--- config.mk ---
export PLATFORM = sky130hd
export DESIGN_NAME = sfrp_read_path
export DESIGN_NICKNAME = d
export VERILOG_FILES = /design/src/rtl/sfrp_pkg.sv /design/src/rtl/sfrp_skid_buffer.sv /design/src/rtl/sfrp_read_path.sv
export SDC_FILE = /design/constraint.sdc
export NUM_CORES = 1
export LEC_CHECK = 0
export ABC_AREA = 1
export BUFFER_PORTS_ARGS = -buffer_cell sky130_fd_sc_hd__buf_2
export CAP_MARGIN = 20
export CORE_MARGIN = 1.5
export CORE_UTILIZATION = 60
export CTS_CLUSTER_SIZE = 24
export DETAILED_ROUTE_END_ITERATION = 8
export GPL_ROUTABILITY_DRIVEN = 0
export PLACE_DENSITY = 0.89
export SYNTH_ARGS = -nofsm -noshare
export SYNTH_HDL_FRONTEND = slang
export SYNTH_SLANG_ARGS = --single-unit
export TNS_END_PERCENT = 20
--- constraint.sdc ---
create_clock -name clk_i -period 6.2 [get_ports clk_i]
set_input_delay 1.24 -clock clk_i [delete_from_list [all_inputs] [get_ports clk_i]]
set_output_delay 1.24 -clock clk_i [all_outputs]
set_load 0.01 [all_outputs]
--- src/rtl/sfrp_pkg.sv ---
// Shared constants and carrier types of the serial flash read path.
package sfrp_pkg;

    // ------------------------------------------------------------------
    // Instruction codes
    // ------------------------------------------------------------------
    localparam logic [7:0] CMD_WRITE_ENABLE      = 8'h06;
    localparam logic [7:0] CMD_WRITE_DISABLE     = 8'h04;
    localparam logic [7:0] CMD_WRITE_VOL_PATTERN = 8'h4A;
    localparam logic [7:0] CMD_PATTERN_READ      = 8'h41;
    localparam logic [7:0] CMD_PLAIN_READ        = 8'h03;
    localparam logic [7:0] CMD_PLAIN_READ_WIDE   = 8'h13;
    localparam logic [7:0] CMD_QUICK_READ        = 8'h0B;
    localparam logic [7:0] CMD_QUICK_READ_WIDE   = 8'h0C;
    localparam logic [7:0] CMD_QUAD_IO_READ      = 8'hEB;
    localparam logic [7:0] CMD_QUAD_IO_READ_WIDE = 8'hEC;

    // ------------------------------------------------------------------
    // Field sizes and counts
    // ------------------------------------------------------------------
    localparam int          BYTE_BITS         = 8;
    localparam int          SHORT_ADDR_BITS   = 24;
    localparam int          WIDE_ADDR_BITS    = 32;
    localparam int          QUAD_MODE_CYCLES  = 2;
    localparam logic [3:0]  CONT_READ_NIBBLE  = 4'hA;
    localparam logic [1:0]  LC_NO_DUMMY       = 2'h3;
    localparam logic [3:0]  FAST_DUMMY_CYCLES = 4'h8;
    localparam logic [3:0]  QUAD_DUMMY_CYCLES = 4'h4;
    localparam logic [7:0]  PATTERN_RESET     = 8'h00;
    localparam logic [7:0]  BANK_RESET        = 8'h00;
    localparam int          BANK_EXT_BIT      = 7;

    // ------------------------------------------------------------------
    // Sequencer states, Gray coded along the usual path
    // ------------------------------------------------------------------
    typedef enum logic [2:0] {
        SFRP_IDLE   = 3'b000,
        SFRP_OPCODE = 3'b001,
        SFRP_ADDR   = 3'b011,
        SFRP_MODE   = 3'b010,
        SFRP_DUMMY  = 3'b110,
        SFRP_DATA   = 3'b111,
        SFRP_WDATA  = 3'b101,
        SFRP_HOLD   = 3'b100
    } sfrp_state_type;

    // Array read request and answer carried between core and array.
    typedef struct packed {
        logic [31:0] addr;
    } sfrp_req_type;

    typedef struct packed {
        logic [7:0] data;
    } sfrp_word_type;

endpackage

--- src/rtl/sfrp_skid_buffer.sv ---
// Two-entry valid/ready buffer in the array read data path.
`timescale 1ns/1ps
module sfrp_skid_buffer #(
    parameter int WIDTH = 8,
    parameter int DEPTH = 2
) (
    input  wire logic             clk_i,
    input  wire logic             reset_i,
    input  wire logic             flush_i,
    input  wire logic             in_valid_i,
    output logic                  in_ready_o,
    input  wire logic [WIDTH-1:0] in_data_i,
    output logic                  out_valid_o,
    input  wire logic             out_ready_i,
    output logic      [WIDTH-1:0] out_data_o
);

    localparam int PW = (DEPTH > 1) ? $clog2(DEPTH) : 1;

    typedef struct packed {
        logic [DEPTH-1:0][WIDTH-1:0] mem;
        logic [PW-1:0]               wr;
        logic [PW-1:0]               rd;
        logic [PW:0]                 count;
        logic                        full;
    } sfrp_buf_type;

    sfrp_buf_type buf_reg;
    sfrp_buf_type buf_next;
    logic         push;
    logic         pop;

    // ------------------------------------------------------------------
    // Next state
    // ------------------------------------------------------------------
    always_comb begin
        buf_next = buf_reg;
        push = in_valid_i && (buf_reg.count != (PW+1)'(DEPTH));
        pop  = out_ready_i && (buf_reg.count != '0);
        if (push) begin
            buf_next.mem[buf_reg.wr] = in_data_i;
            buf_next.wr = (buf_reg.wr == PW'(DEPTH - 1)) ? '0 : buf_reg.wr + 1'b1;
        end
        if (pop) begin
            buf_next.rd = (buf_reg.rd == PW'(DEPTH - 1)) ? '0 : buf_reg.rd + 1'b1;
        end
        if (push && !pop) begin
            buf_next.count = buf_reg.count + 1'b1;
        end else if (pop && !push) begin
            buf_next.count = buf_reg.count - 1'b1;
        end
        if (flush_i) begin
            buf_next.wr = '0;
            buf_next.rd = '0;
            buf_next.count = '0;
        end
        buf_next.full = (buf_next.count == (PW+1)'(DEPTH));
    end

    always_ff @(posedge clk_i or posedge reset_i) begin
        if (reset_i) begin
            buf_reg <= '0;
        end else begin
            buf_reg <= buf_next;
        end
    end

    assign in_ready_o  = !buf_reg.full;
    assign out_valid_o = (buf_reg.count != '0);
    assign out_data_o  = buf_reg.mem[buf_reg.rd];

endmodule

--- src/rtl/sfrp_read_path.sv ---
// Flash-side command sequencer for pattern register and array read commands.
`timescale 1ns/1ps

// Summary of operation
// - Pattern write needs write enable latch set.
// - Pattern write: opcode, one byte, then select.
// - Select rise after write updates register immediately.
// - Pattern read shifts out eight pattern bits.
// - Pattern repeats every eight clocks while clocked.
// - Read starts with opcode then 3/4 address.
// - Short addresses take upper bits from bank.
// - Extended bit forces four address bytes except in small variant.
// - Small variant ignores bits above A23.
// - Latency code 3 skips fast read dummies.
// - Dummies counted falling to falling edge.
// - Output data changes on falling clock.
// - Last four dummies carry pattern bits 7, 5, 3, 1.
// - Select rise ends read at once.
// - Plain read 03h/13h, no dummy cycles.
// - Fast read 0Bh follows mode, 0Ch wide.
// - Fast read inserts zero or eight dummies.
// - Address increments per byte and wraps.
// - Quad reads sample mode bits after address.
// - Mode nibble A keeps continuous read state.
module sfrp_read_path #(
    parameter int  ARRAY_ADDR_BITS = 25,
    parameter bit  SMALL_DENSITY   = 1'b0
) (
    input  wire logic                      clk_i,
    input  wire logic                      reset_i,
    input  wire logic                      sck_i,
    input  wire logic                      cs_n_i,
    input  wire logic [3:0]                io_i,
    output logic      [3:0]                io_o,
    output logic      [3:0]                io_oe_o,
    input  wire logic [1:0]                latency_code_i,
    input  wire logic                      pattern_in_dummy_i,
    input  wire logic [7:0]                bank_wr_data_i,
    input  wire logic                      bank_wr_i,
    output logic      [7:0]                bank_o,
    output logic      [7:0]                volatile_pattern_o,
    output logic                           write_enable_latch_o,
    output logic                           continuous_read_o,
    output logic                           array_req_valid_o,
    output sfrp_pkg::sfrp_req_type         array_req_o,
    input  wire logic                      array_rsp_valid_i,
    output logic                           array_rsp_ready_o,
    input  wire sfrp_pkg::sfrp_word_type   array_rsp_i
);

    // ------------------------------------------------------------------
    // State
    // ------------------------------------------------------------------
    typedef struct packed {
        logic [1:0]                  sck_sync;
        logic                        sck_last;
        logic [1:0]                  cs_sync;
        logic                        cs_last;
        logic [1:0][3:0]             io_sync;
        sfrp_pkg::sfrp_state_type    state;
        logic [7:0]                  opcode;
        logic [31:0]                 shift;
        logic [5:0]                  bits;
        logic [5:0]                  addr_bits;
        logic                        quad;
        logic [3:0]                  dummy_left;
        logic [31:0]                 addr;
        logic [7:0]                  out_byte;
        logic [3:0]                  out_bit;
        logic                        out_pattern;
        logic                        req_pending;
        logic                        cont;
        logic                        cont_next_frame;
        logic                        write_enable_latch;
        logic [7:0]                  pattern;
        logic [7:0]                  bank;
        logic [3:0]                  io_out;
        logic [3:0]                  io_oe;
    } sfrp_core_type;

    sfrp_core_type r_reg;
    sfrp_core_type r_next;

    logic                    sck_rise;
    logic                    sck_fall;
    logic                    cs_rise;
    logic                    cs_fall;
    logic                    cs_low;
    logic [3:0]              io_s;
    logic                    buf_out_valid;
    logic                    buf_pop;
    logic                    buf_flush;
    sfrp_pkg::sfrp_word_type buf_out;

    // Upper address from bank for short commands; small parts drop it.
    function automatic logic [31:0] form_addr(input logic [31:0] raw,
                                              input logic [5:0]  nbits,
                                              input logic [7:0]  bank);
        logic [31:0] a;
        a = (nbits == 6'(sfrp_pkg::SHORT_ADDR_BITS)) ? {1'b0, bank[6:0], raw[23:0]} : raw;
        a = {1'b0, a[31:1]} << 1 | {31'h0000_0000, a[0]};
        if (SMALL_DENSITY) begin
            a = {8'h00, a[23:0]};
        end
        return a & ((32'h0000_0001 << ARRAY_ADDR_BITS) - 32'h0000_0001);
    endfunction

    // Instruction decode: address length, zero if not an address command.
    function automatic logic [5:0] addr_len(input logic [7:0] op, input logic ext);
        case (op)
            sfrp_pkg::CMD_PLAIN_READ, sfrp_pkg::CMD_QUICK_READ,
            sfrp_pkg::CMD_QUAD_IO_READ:
                addr_len = ext ? 6'(sfrp_pkg::WIDE_ADDR_BITS)
                               : 6'(sfrp_pkg::SHORT_ADDR_BITS);
            sfrp_pkg::CMD_PLAIN_READ_WIDE, sfrp_pkg::CMD_QUICK_READ_WIDE,
            sfrp_pkg::CMD_QUAD_IO_READ_WIDE:
                addr_len = 6'(sfrp_pkg::WIDE_ADDR_BITS);
            default:
                addr_len = 6'd0;
        endcase
    endfunction

    assign sck_rise = r_reg.sck_sync[1] && !r_reg.sck_last;
    assign sck_fall = !r_reg.sck_sync[1] && r_reg.sck_last;
    assign cs_rise  = r_reg.cs_sync[1] && !r_reg.cs_last;
    assign cs_fall  = !r_reg.cs_sync[1] && r_reg.cs_last;
    assign cs_low   = !r_reg.cs_sync[1];
    assign io_s     = r_reg.io_sync[1];

    // ------------------------------------------------------------------
    // Next state
    // ------------------------------------------------------------------
    always_comb begin
        logic ext;
        ext = r_reg.bank[sfrp_pkg::BANK_EXT_BIT] && !SMALL_DENSITY;
        r_next = r_reg;
        buf_pop = 1'b0;
        buf_flush = 1'b0;
        r_next.sck_sync = {r_reg.sck_sync[0], sck_i};
        r_next.cs_sync  = {r_reg.cs_sync[0], cs_n_i};
        r_next.io_sync  = {r_reg.io_sync[0], io_i};
        r_next.sck_last = r_reg.sck_sync[1];
        r_next.cs_last  = r_reg.cs_sync[1];
        if (bank_wr_i) begin
            r_next.bank = bank_wr_data_i;
        end
        if (r_reg.req_pending) begin
            r_next.req_pending = 1'b0;
        end
        if (cs_fall) begin
            r_next.bits = '0;
            r_next.shift = '0;
            r_next.quad = r_reg.cont;
            r_next.addr_bits = r_reg.cont ? addr_len(sfrp_pkg::CMD_QUAD_IO_READ, ext) : 6'd0;
            r_next.state = r_reg.cont ? sfrp_pkg::SFRP_ADDR : sfrp_pkg::SFRP_OPCODE;
            r_next.opcode = r_reg.cont ? sfrp_pkg::CMD_QUAD_IO_READ : 8'h00;
        end else if (cs_rise) begin
            r_next.state = sfrp_pkg::SFRP_IDLE;
            r_next.io_oe = 4'h0;
            buf_flush = 1'b1;
            if (r_reg.state == sfrp_pkg::SFRP_HOLD) begin
                if (r_reg.opcode == sfrp_pkg::CMD_WRITE_ENABLE) begin
                    r_next.write_enable_latch = 1'b1;
                end else if (r_reg.opcode == sfrp_pkg::CMD_WRITE_DISABLE) begin
                    r_next.write_enable_latch = 1'b0;
                end else if (r_reg.opcode == sfrp_pkg::CMD_WRITE_VOL_PATTERN
                             && r_reg.write_enable_latch) begin
                    r_next.pattern = r_reg.shift[7:0];
                end
            end
            if (r_reg.quad && r_reg.state == sfrp_pkg::SFRP_DATA) begin
                r_next.cont = r_reg.cont_next_frame;
            end else if (r_reg.state != sfrp_pkg::SFRP_IDLE) begin
                r_next.cont = 1'b0;
            end
        end else if (cs_low && sck_rise) begin
            case (r_reg.state)
                sfrp_pkg::SFRP_OPCODE: begin
                    r_next.shift = {r_reg.shift[30:0], io_s[0]};
                    r_next.bits = r_reg.bits + 6'd1;
                    if (r_reg.bits == 6'(sfrp_pkg::BYTE_BITS - 1)) begin
                        r_next.opcode = {r_reg.shift[6:0], io_s[0]};
                        r_next.bits = '0;
                        r_next.addr_bits = addr_len({r_reg.shift[6:0], io_s[0]}, ext);
                        r_next.quad = (r_next.opcode == sfrp_pkg::CMD_QUAD_IO_READ)
                                      || (r_next.opcode == sfrp_pkg::CMD_QUAD_IO_READ_WIDE);
                        if (addr_len({r_reg.shift[6:0], io_s[0]}, ext) != 6'd0) begin
                            r_next.state = sfrp_pkg::SFRP_ADDR;
                        end else if ({r_reg.shift[6:0], io_s[0]}
                                     == sfrp_pkg::CMD_WRITE_VOL_PATTERN) begin
                            r_next.state = sfrp_pkg::SFRP_WDATA;
                        end else if ({r_reg.shift[6:0], io_s[0]}
                                     == sfrp_pkg::CMD_PATTERN_READ) begin
                            r_next.state = sfrp_pkg::SFRP_DATA;
                            r_next.out_pattern = 1'b1;
                            r_next.out_byte = r_reg.pattern;
                            r_next.out_bit = 4'd0;
                        end else begin
                            r_next.state = sfrp_pkg::SFRP_HOLD;
                        end
                    end
                end
                sfrp_pkg::SFRP_WDATA: begin
                    r_next.shift = {r_reg.shift[30:0], io_s[0]};
                    r_next.bits = r_reg.bits + 6'd1;
                    if (r_reg.bits == 6'(sfrp_pkg::BYTE_BITS - 1)) begin
                        r_next.state = sfrp_pkg::SFRP_HOLD;
                    end
                end
                sfrp_pkg::SFRP_ADDR: begin
                    if (r_reg.quad) begin
                        r_next.shift = {r_reg.shift[27:0], io_s};
                        r_next.bits = r_reg.bits + 6'd4;
                    end else begin
                        r_next.shift = {r_reg.shift[30:0], io_s[0]};
                        r_next.bits = r_reg.bits + 6'd1;
                    end
                    if (r_next.bits == r_reg.addr_bits) begin
                        r_next.addr = form_addr(r_next.shift, r_reg.addr_bits, r_reg.bank);
                        r_next.req_pending = 1'b1;
                        r_next.bits = '0;
                        r_next.out_pattern = 1'b0;
                        if (r_reg.quad) begin
                            r_next.state = sfrp_pkg::SFRP_MODE;
                        end else if (r_reg.opcode == sfrp_pkg::CMD_PLAIN_READ
                                     || r_reg.opcode == sfrp_pkg::CMD_PLAIN_READ_WIDE
                                     || latency_code_i == sfrp_pkg::LC_NO_DUMMY) begin
                            r_next.state = sfrp_pkg::SFRP_DATA;
                            r_next.out_bit = 4'd8;
                        end else begin
                            r_next.state = sfrp_pkg::SFRP_DUMMY;
                            r_next.dummy_left = sfrp_pkg::FAST_DUMMY_CYCLES;
                        end
                    end
                end
                sfrp_pkg::SFRP_HOLD: begin
                    r_next.state = sfrp_pkg::SFRP_IDLE;
                end
                sfrp_pkg::SFRP_MODE: begin
                    r_next.bits = r_reg.bits + 6'd1;
                    if (r_reg.bits == 6'd0) begin
                        r_next.cont_next_frame = (io_s == sfrp_pkg::CONT_READ_NIBBLE);
                    end
                    if (r_reg.bits == 6'(sfrp_pkg::QUAD_MODE_CYCLES - 1)) begin
                        r_next.state = sfrp_pkg::SFRP_DUMMY;
                        r_next.dummy_left = sfrp_pkg::QUAD_DUMMY_CYCLES;
                    end
                end
                default: begin
                end
            endcase
        end else if (cs_low && sck_fall) begin
            case (r_reg.state)
                sfrp_pkg::SFRP_DUMMY: begin
                    r_next.dummy_left = r_reg.dummy_left - 4'd1;
                    if (pattern_in_dummy_i && r_reg.dummy_left <= 4'd4) begin
                        r_next.io_out = {4{r_reg.pattern[{r_reg.dummy_left[1:0] - 2'd1, 1'b1}]}};
                        r_next.io_oe = 4'hF;
                    end
                    if (r_reg.dummy_left == 4'd1) begin
                        r_next.state = sfrp_pkg::SFRP_DATA;
                        r_next.out_bit = 4'd8;
                    end
                end
                sfrp_pkg::SFRP_DATA: begin
                    if (r_reg.out_pattern) begin
                        r_next.io_out = {2'b00, r_reg.pattern[3'd7 - r_reg.out_bit[2:0]], 1'b0};
                        r_next.io_oe = 4'h2;
                        r_next.out_bit = {1'b0, r_reg.out_bit[2:0] + 3'd1};
                    end else begin
                        if (r_reg.out_bit >= (r_reg.quad ? 4'd8 : 4'd8)
                            && (r_reg.out_bit == 4'd8)) begin
                            r_next.out_byte = buf_out.data;
                            buf_pop = buf_out_valid;
                            r_next.out_bit = 4'd0;
                            r_next.addr = r_reg.addr + 32'h0000_0001;
                            if (r_next.addr[ARRAY_ADDR_BITS % 32] && ARRAY_ADDR_BITS < 32) begin
                                r_next.addr = 32'h0000_0000;
                            end
                            r_next.req_pending = 1'b1;
                        end
                        if (r_reg.quad) begin
                            r_next.io_out = (r_reg.out_bit == 4'd8) ? buf_out.data[7:4]
                                                                    : r_reg.out_byte[3:0];
                            r_next.io_oe = 4'hF;
                            r_next.out_bit = (r_reg.out_bit == 4'd8) ? 4'd4 : 4'd8;
                        end else begin
                            r_next.io_out = {2'b00,
                                (r_reg.out_bit == 4'd8) ? buf_out.data[7]
                                                        : r_reg.out_byte[3'd7 - r_reg.out_bit[2:0]],
                                1'b0};
                            r_next.io_oe = 4'h2;
                            r_next.out_bit = (r_reg.out_bit == 4'd8) ? 4'd1
                                           : (r_reg.out_bit == 4'd7) ? 4'd8
                                           : r_reg.out_bit + 4'd1;
                        end
                    end
                end
                default: begin
                end
            endcase
        end
    end

    always_ff @(posedge clk_i or posedge reset_i) begin
        if (reset_i) begin
            r_reg <= '{sck_sync: 2'b00, cs_sync: 2'b11, cs_last: 1'b1,
                       state: sfrp_pkg::SFRP_IDLE,
                       pattern: sfrp_pkg::PATTERN_RESET,
                       bank: sfrp_pkg::BANK_RESET, default: '0};
        end else begin
            r_reg <= r_next;
        end
    end

    // ------------------------------------------------------------------
    // Array data buffer
    // ------------------------------------------------------------------
    sfrp_skid_buffer #(
        .WIDTH (8),
        .DEPTH (2)
    ) u_buffer (
        .clk_i       (clk_i),
        .reset_i     (reset_i),
        .flush_i     (buf_flush),
        .in_valid_i  (array_rsp_valid_i),
        .in_ready_o  (array_rsp_ready_o),
        .in_data_i   (array_rsp_i.data),
        .out_valid_o (buf_out_valid),
        .out_ready_i (buf_pop),
        .out_data_o  (buf_out.data)
    );

    assign io_o                 = r_reg.io_out;
    assign io_oe_o              = r_reg.io_oe;
    assign bank_o               = r_reg.bank;
    assign volatile_pattern_o   = r_reg.pattern;
    assign write_enable_latch_o = r_reg.write_enable_latch;
    assign continuous_read_o    = r_reg.cont;
    assign array_req_valid_o    = r_reg.req_pending;
    assign array_req_o.addr     = r_reg.addr;

endmodule

# Yosys cells after proc, flatten, opt, wreduce, memory -nomap -nowiden
# Cells that the tools add are included.
# Widths: inputs -> output; s select.
# word_totals
reg_bits,167
latchBits,0
ramBits,0
mem_bits_ro,0
inputBits,29
wordCells,317
memories,0
# classes
addsub,12
multipliers,0
n_div,0
n_lt_le_gt_ge,7
n_eq_ne,65
n_shift,0
mux,127
bitwise,6
reduce_logical,69
# ops
op,count
$mux 38,5
$mux 103,1
$mux 48,2
$mux 8,12
$mux 40,2
$mux 4,17
$mux 13,5
$mux 32,2
$pmux 32 s2,1
$mux 56,1
$mux 6,9
$mux 53,1
$mux 44,1
$mux 36,1
$mux 1,34
$mux 3,11
$ne 3x3->1 const B,11
$add 32x1->32 const B,1
$reduce_bool 2->1,15
$mux 25,1
$or 25x1->25,1
$eq 8x7->1 const B,3
$ne 2x2->1 const B,10
$ne 5x5->1 const B,4
66 further kinds,135

# Longest topological paths before layout
# depth
word_depth,15
mapped_depth,15
mapped_depth_nobuf,15

# By module
# Synthesis repeated with hierarchy kept, for this count alone.
# hier_totals
hier_cells,1342
hier_area_um2,9870.7
# modules_own_cells
mod,n_inst,cells_per_inst,area_each_um2,seq_area_each_um2
sfrp_read_path,1,1214,8775.9,3306.9
sfrp_skid_buffer,1,128,1094.8,525.5

# Least setup slack after synthesis
# OpenSTA, ideal clock, no wires.
# synth_path
path_type,in2reg
start,in array_rsp_valid_i
end,reg u_buffer.buf_reg[13] in the netlist's numbering
arrival_ns,2.132
required_ns,6.069
path_slack_ns,3.937
stages,8
n_path_buf,1
path_cell_list,inv_1 > nor2_1 > inv_1 > nor2_1 > inv_1 > clkbuf_1 > nand2_1 > o21ai_0
# synth_between
elab_chain_len,1
# synth_lines
item,line,rtl
start: declaration,sfrp_read_path.sv:46,"input wire logic array_rsp_valid_i,"
$logic_and 1x1->1,sfrp_skid_buffer.sv:38,push = in_valid_i && (buf_reg.count != (PW+1)'(DEPTH));
end signal: assignment,sfrp_skid_buffer.sv:64,buf_reg <= buf_next;
end: declaration,sfrp_skid_buffer.sv:28,sfrp_buf_type buf_reg;
# Every way passes these cells.
# A chain may end at the register's enable or synchronous reset.

# Worst setup path in the final report
# layout_path
start,"reg r_reg, in the netlist r_next[141]"
end,"reg r_reg, in the netlist array_req_o[18]"
# layout_between
elab_chain_len,4
# layout_lines
item,line,rtl
start: declaration,sfrp_read_path.sv:81,sfrp_core_type r_reg;
start signal: assignment,sfrp_read_path.sv:307,"r_reg <= '{sck_sync: 2'b00, cs_sync: 2'b11, cs_last: 1'b1,"
start signal: assignment,sfrp_read_path.sv:312,r_reg <= r_next;
$logic_not 1->1,"sfrp_read_path.sv:126, sfrp_read_path.sv:127",
$logic_and 1x1->1 (on tied branches),"sfrp_read_path.sv:176, sfrp_read_path.sv:126, sfrp_read_path.sv:252",
"$ne 2x1->1 (no source line), or another cell as far along",--,
$reduce_and 8->1 (no source line),--,
# Parallel ways exist; a longest one is shown, timed or not.

==> flow_summary.ini <==
[route]
ant_nets = 0
dr.pass1.iters = 7
wl_per_cell_um = 15.78
drtIter0Drc = 1262
wirelength_um = 24400
drc = 0
vias = 9029
vias_per_cell = 5.840

[floorplanning]
initial_core_util = 0.6226
coreArea_mm2 = 0.01537
dieHeight_um = 129.3
rows = 45
die_x_um = 129.3
die-area_mm2 = 0.01672
io_pins = 89

[global_route]
grt_max_degree = 113
grt_overflow = 0
grt_usage = 0.2985
grt_pass1_vias = 8171
grt_pass1_wl_um = 39540
antenna_found_initial = 0

[synthesis]
synth_nets = 1353
synth.distinct_cells = 54
synthTopCellsByArea = dfrtp_1 39%, nand2_1 16%, o21ai_0 6.1%, buf_4 4.8%, inv_1 4.5%
seq_area_frac_synth = 0.4004
synthArstFlopShare = 1.000
yosysTopAreaCell = dfrtp_1
synthCells = 1309
synth_flop_cell = dfrtp_1
ys_warn_count = 0
synth_area_mm2 = 0.009570
ys_ff_latch = 153
syn_avg_cell_area_um2 = 7.311
synth_top_area_frac = 0.3922
synth_edf_count = 0

[pwr]
vdd_drop_max_mv = 0.2896
power_frac_clock = 0.306
power_frac_seq = 0.386
p_switching_mw = 1.378
p_int_mw = 2.272
pwr_density_cell_mw_per_mm2 = 353.0
p_comb_frac = 0.308
power_leakage_nw = 5.124
p_sw_frac = 0.3776

[worst_setup_path]
startpoint_type = register
cp-end-kind = register
cpMostUsedCell = nand2_1
cp_cell_sequence = inv_2 -> nand3_2 -> buf_4 -> inv_1 -> nor2_1 -> nand2_2 -> inv_1 -> nand2_1 -> nand2_1 -> nand4_1 -> nand2_1
cp_slowest_stage_delay_ns = 0.58
cp.arrival_ns = 3.30
worstPathRequired_ns = 6.57
critPathBufInv = 4
cp_max_fo = 34
crit_family = buffers and inverters
reg2reg_setup_slack_ns = 3.27
critical_path_class = reg -> reg
slowest_stage = inv_1

[clock_network]
cts_resized = 0
cts_setup_buffers = 0
path_clk_slew_ns = 0.06
htree_levels = 4
clkLatencyLatePin_ns = 0.43
cts_tree = yes
clockBufferDepth = 2
cts_inserted_buffers = 17
root_buffer = clkbuf_16
ctsHoldBuffers = 0
cts_sinks = 153

[finish]
nNetsFinal = 1366
nFillCells = 1268
largest_reg_flops = 64
syn_to_final_growth_pct = 8.040
drive_above_1_share = 0.1356
final_cell_mix = 398 x nand2_1, 150 x dfrtp_1, 116 x o21ai_0
regArea_mm2 = 0.003832
final_cells = 1546
diodes = 0
layout_commonest_cell = nand2_1
multiInputGateArea_mm2 = 0.004613

[run]
drv_cap = 0

[timing]
finalHoldViolCount = 0
timing.final.ws_setup_ns = 3.270
period_share = 0.4726
rsz0062_at_grt = false
relSlewSlack = 0.2937
setup_violations = 0
slew_viol_final = 0
tightest_slew_ns = 1.058
fin_crit_ns = 2.930
fmax_ghz = 0.3413
fin_worst_skew_ns = 0.008443
fin_setup_tns_ns = 0

[worst_hold_path]
hold_class = reg -> reg

[placement]
place_ws_ns = 3.343
numPortBuffers = 87
dpl.hpwl_um = 16740
dp_cells = 1513

[run_status]
status = finished, final reports clean
[power by group through the flow]
stage / Combinational, mW / Sequential (mW) / Clock, mW
after floorplan: 0.896 / 1.35 / 0
final: 1.12 / 1.41 / 1.12
after CTS: 1.10 / 1.40 / 1.12
after detailed placement: 1.09 / 1.41 / 0
after global placement: 1.05 / 1.41 / 0
after global routing: 1.27 / 1.43 / 1.16
[Yosys cell counts (15+ instances only)]
| library cell | n |
|---|---|
| a21oi_1 | 43 |
| buf_4 | 61 |
| clkbuf_1 | 23 |
| dfrtp_1 | 150 |
| ha_1 | 15 |
| inv_1 | 116 |
| nand2_1 | 398 |
| nand3_1 | 62 |
| nand4_1 | 34 |
| nor2_1 | 103 |
| nor3_1 | 16 |
| o21ai_0 | 116 |
| o31ai_1 | 16 |
[cell families after synthesis]
family                     after synthesis  share of synthesized area
DFF                                    153                     0.4004
AOI/OAI and AO/OA                      238                     0.1443
adders and majority gates               15                    0.01961
muxes                                   10                    0.01151
other                                    1                  0.0003918
buffers and inverters                  229                     0.1175
and+or+nand+nor                        642                     0.2870
xor gates and xnor gates                21                    0.01922
[worst reg2reg max path: cells and delay by family, from the launching register on]
| kind | cells | cell delay, ns |
|---|---|---|
| and+or+nand+nor | 7 | 1.07 |
| DFF | 1 | 0.57 |
| buffers and inverters | 4 | 1.23 |
[per-layer routing]
layer  vias up  track usage  share of wire
li1       4260            -              -
met1      4187       0.4089           0.42
met2       520       0.4734           0.46
met3        62      0.07308          0.099
met4         0      0.08658          0.019
met5         -            0              0
[metrics by stage]
step | instance area [um^2] | utilization | hold slack, ns | power [mW]
detailed placement | 9679 | 0.6297 | 0.3372 | 2.503
global route | 10340 | 0.6727 | 0.3544 | 3.859
finish | 10340 | 0.6727 | 0.3491 | 3.650
global placement | 9679 | 0.6297 | 0.3320 | 2.459
CTS | 10310 | 0.6709 | 0.3518 | 3.628
floorplan | 9570 | - | 0.3312 | 2.250
[layout make-up]
type                    count  area share
repair buffers             94     0.04913
clock inverters            14     0.01876
flip-flops and latches    153      0.3706
multi-input cells         927      0.4462
inverters                 129     0.04731
well taps                 211     0.02553
clock buffers              18     0.04247
[path summary, 6_finish.rpt]
kind,cells past startpoint,from,endpoint
setup / recovery,11,r_next[141],array_req_o[18]
hold / removal,0,r_next[146],r_next[144]
setup reg to reg,11,r_next[141],array_req_o[18]
hold reg to reg,0,r_next[146],r_next[144]
max in group asynchronous,4,reset_i,r_reg[40]
min in group asynchronous,2,reset_i,r_reg[104]
No activity file was read; power rests on OpenSTA's default activity.
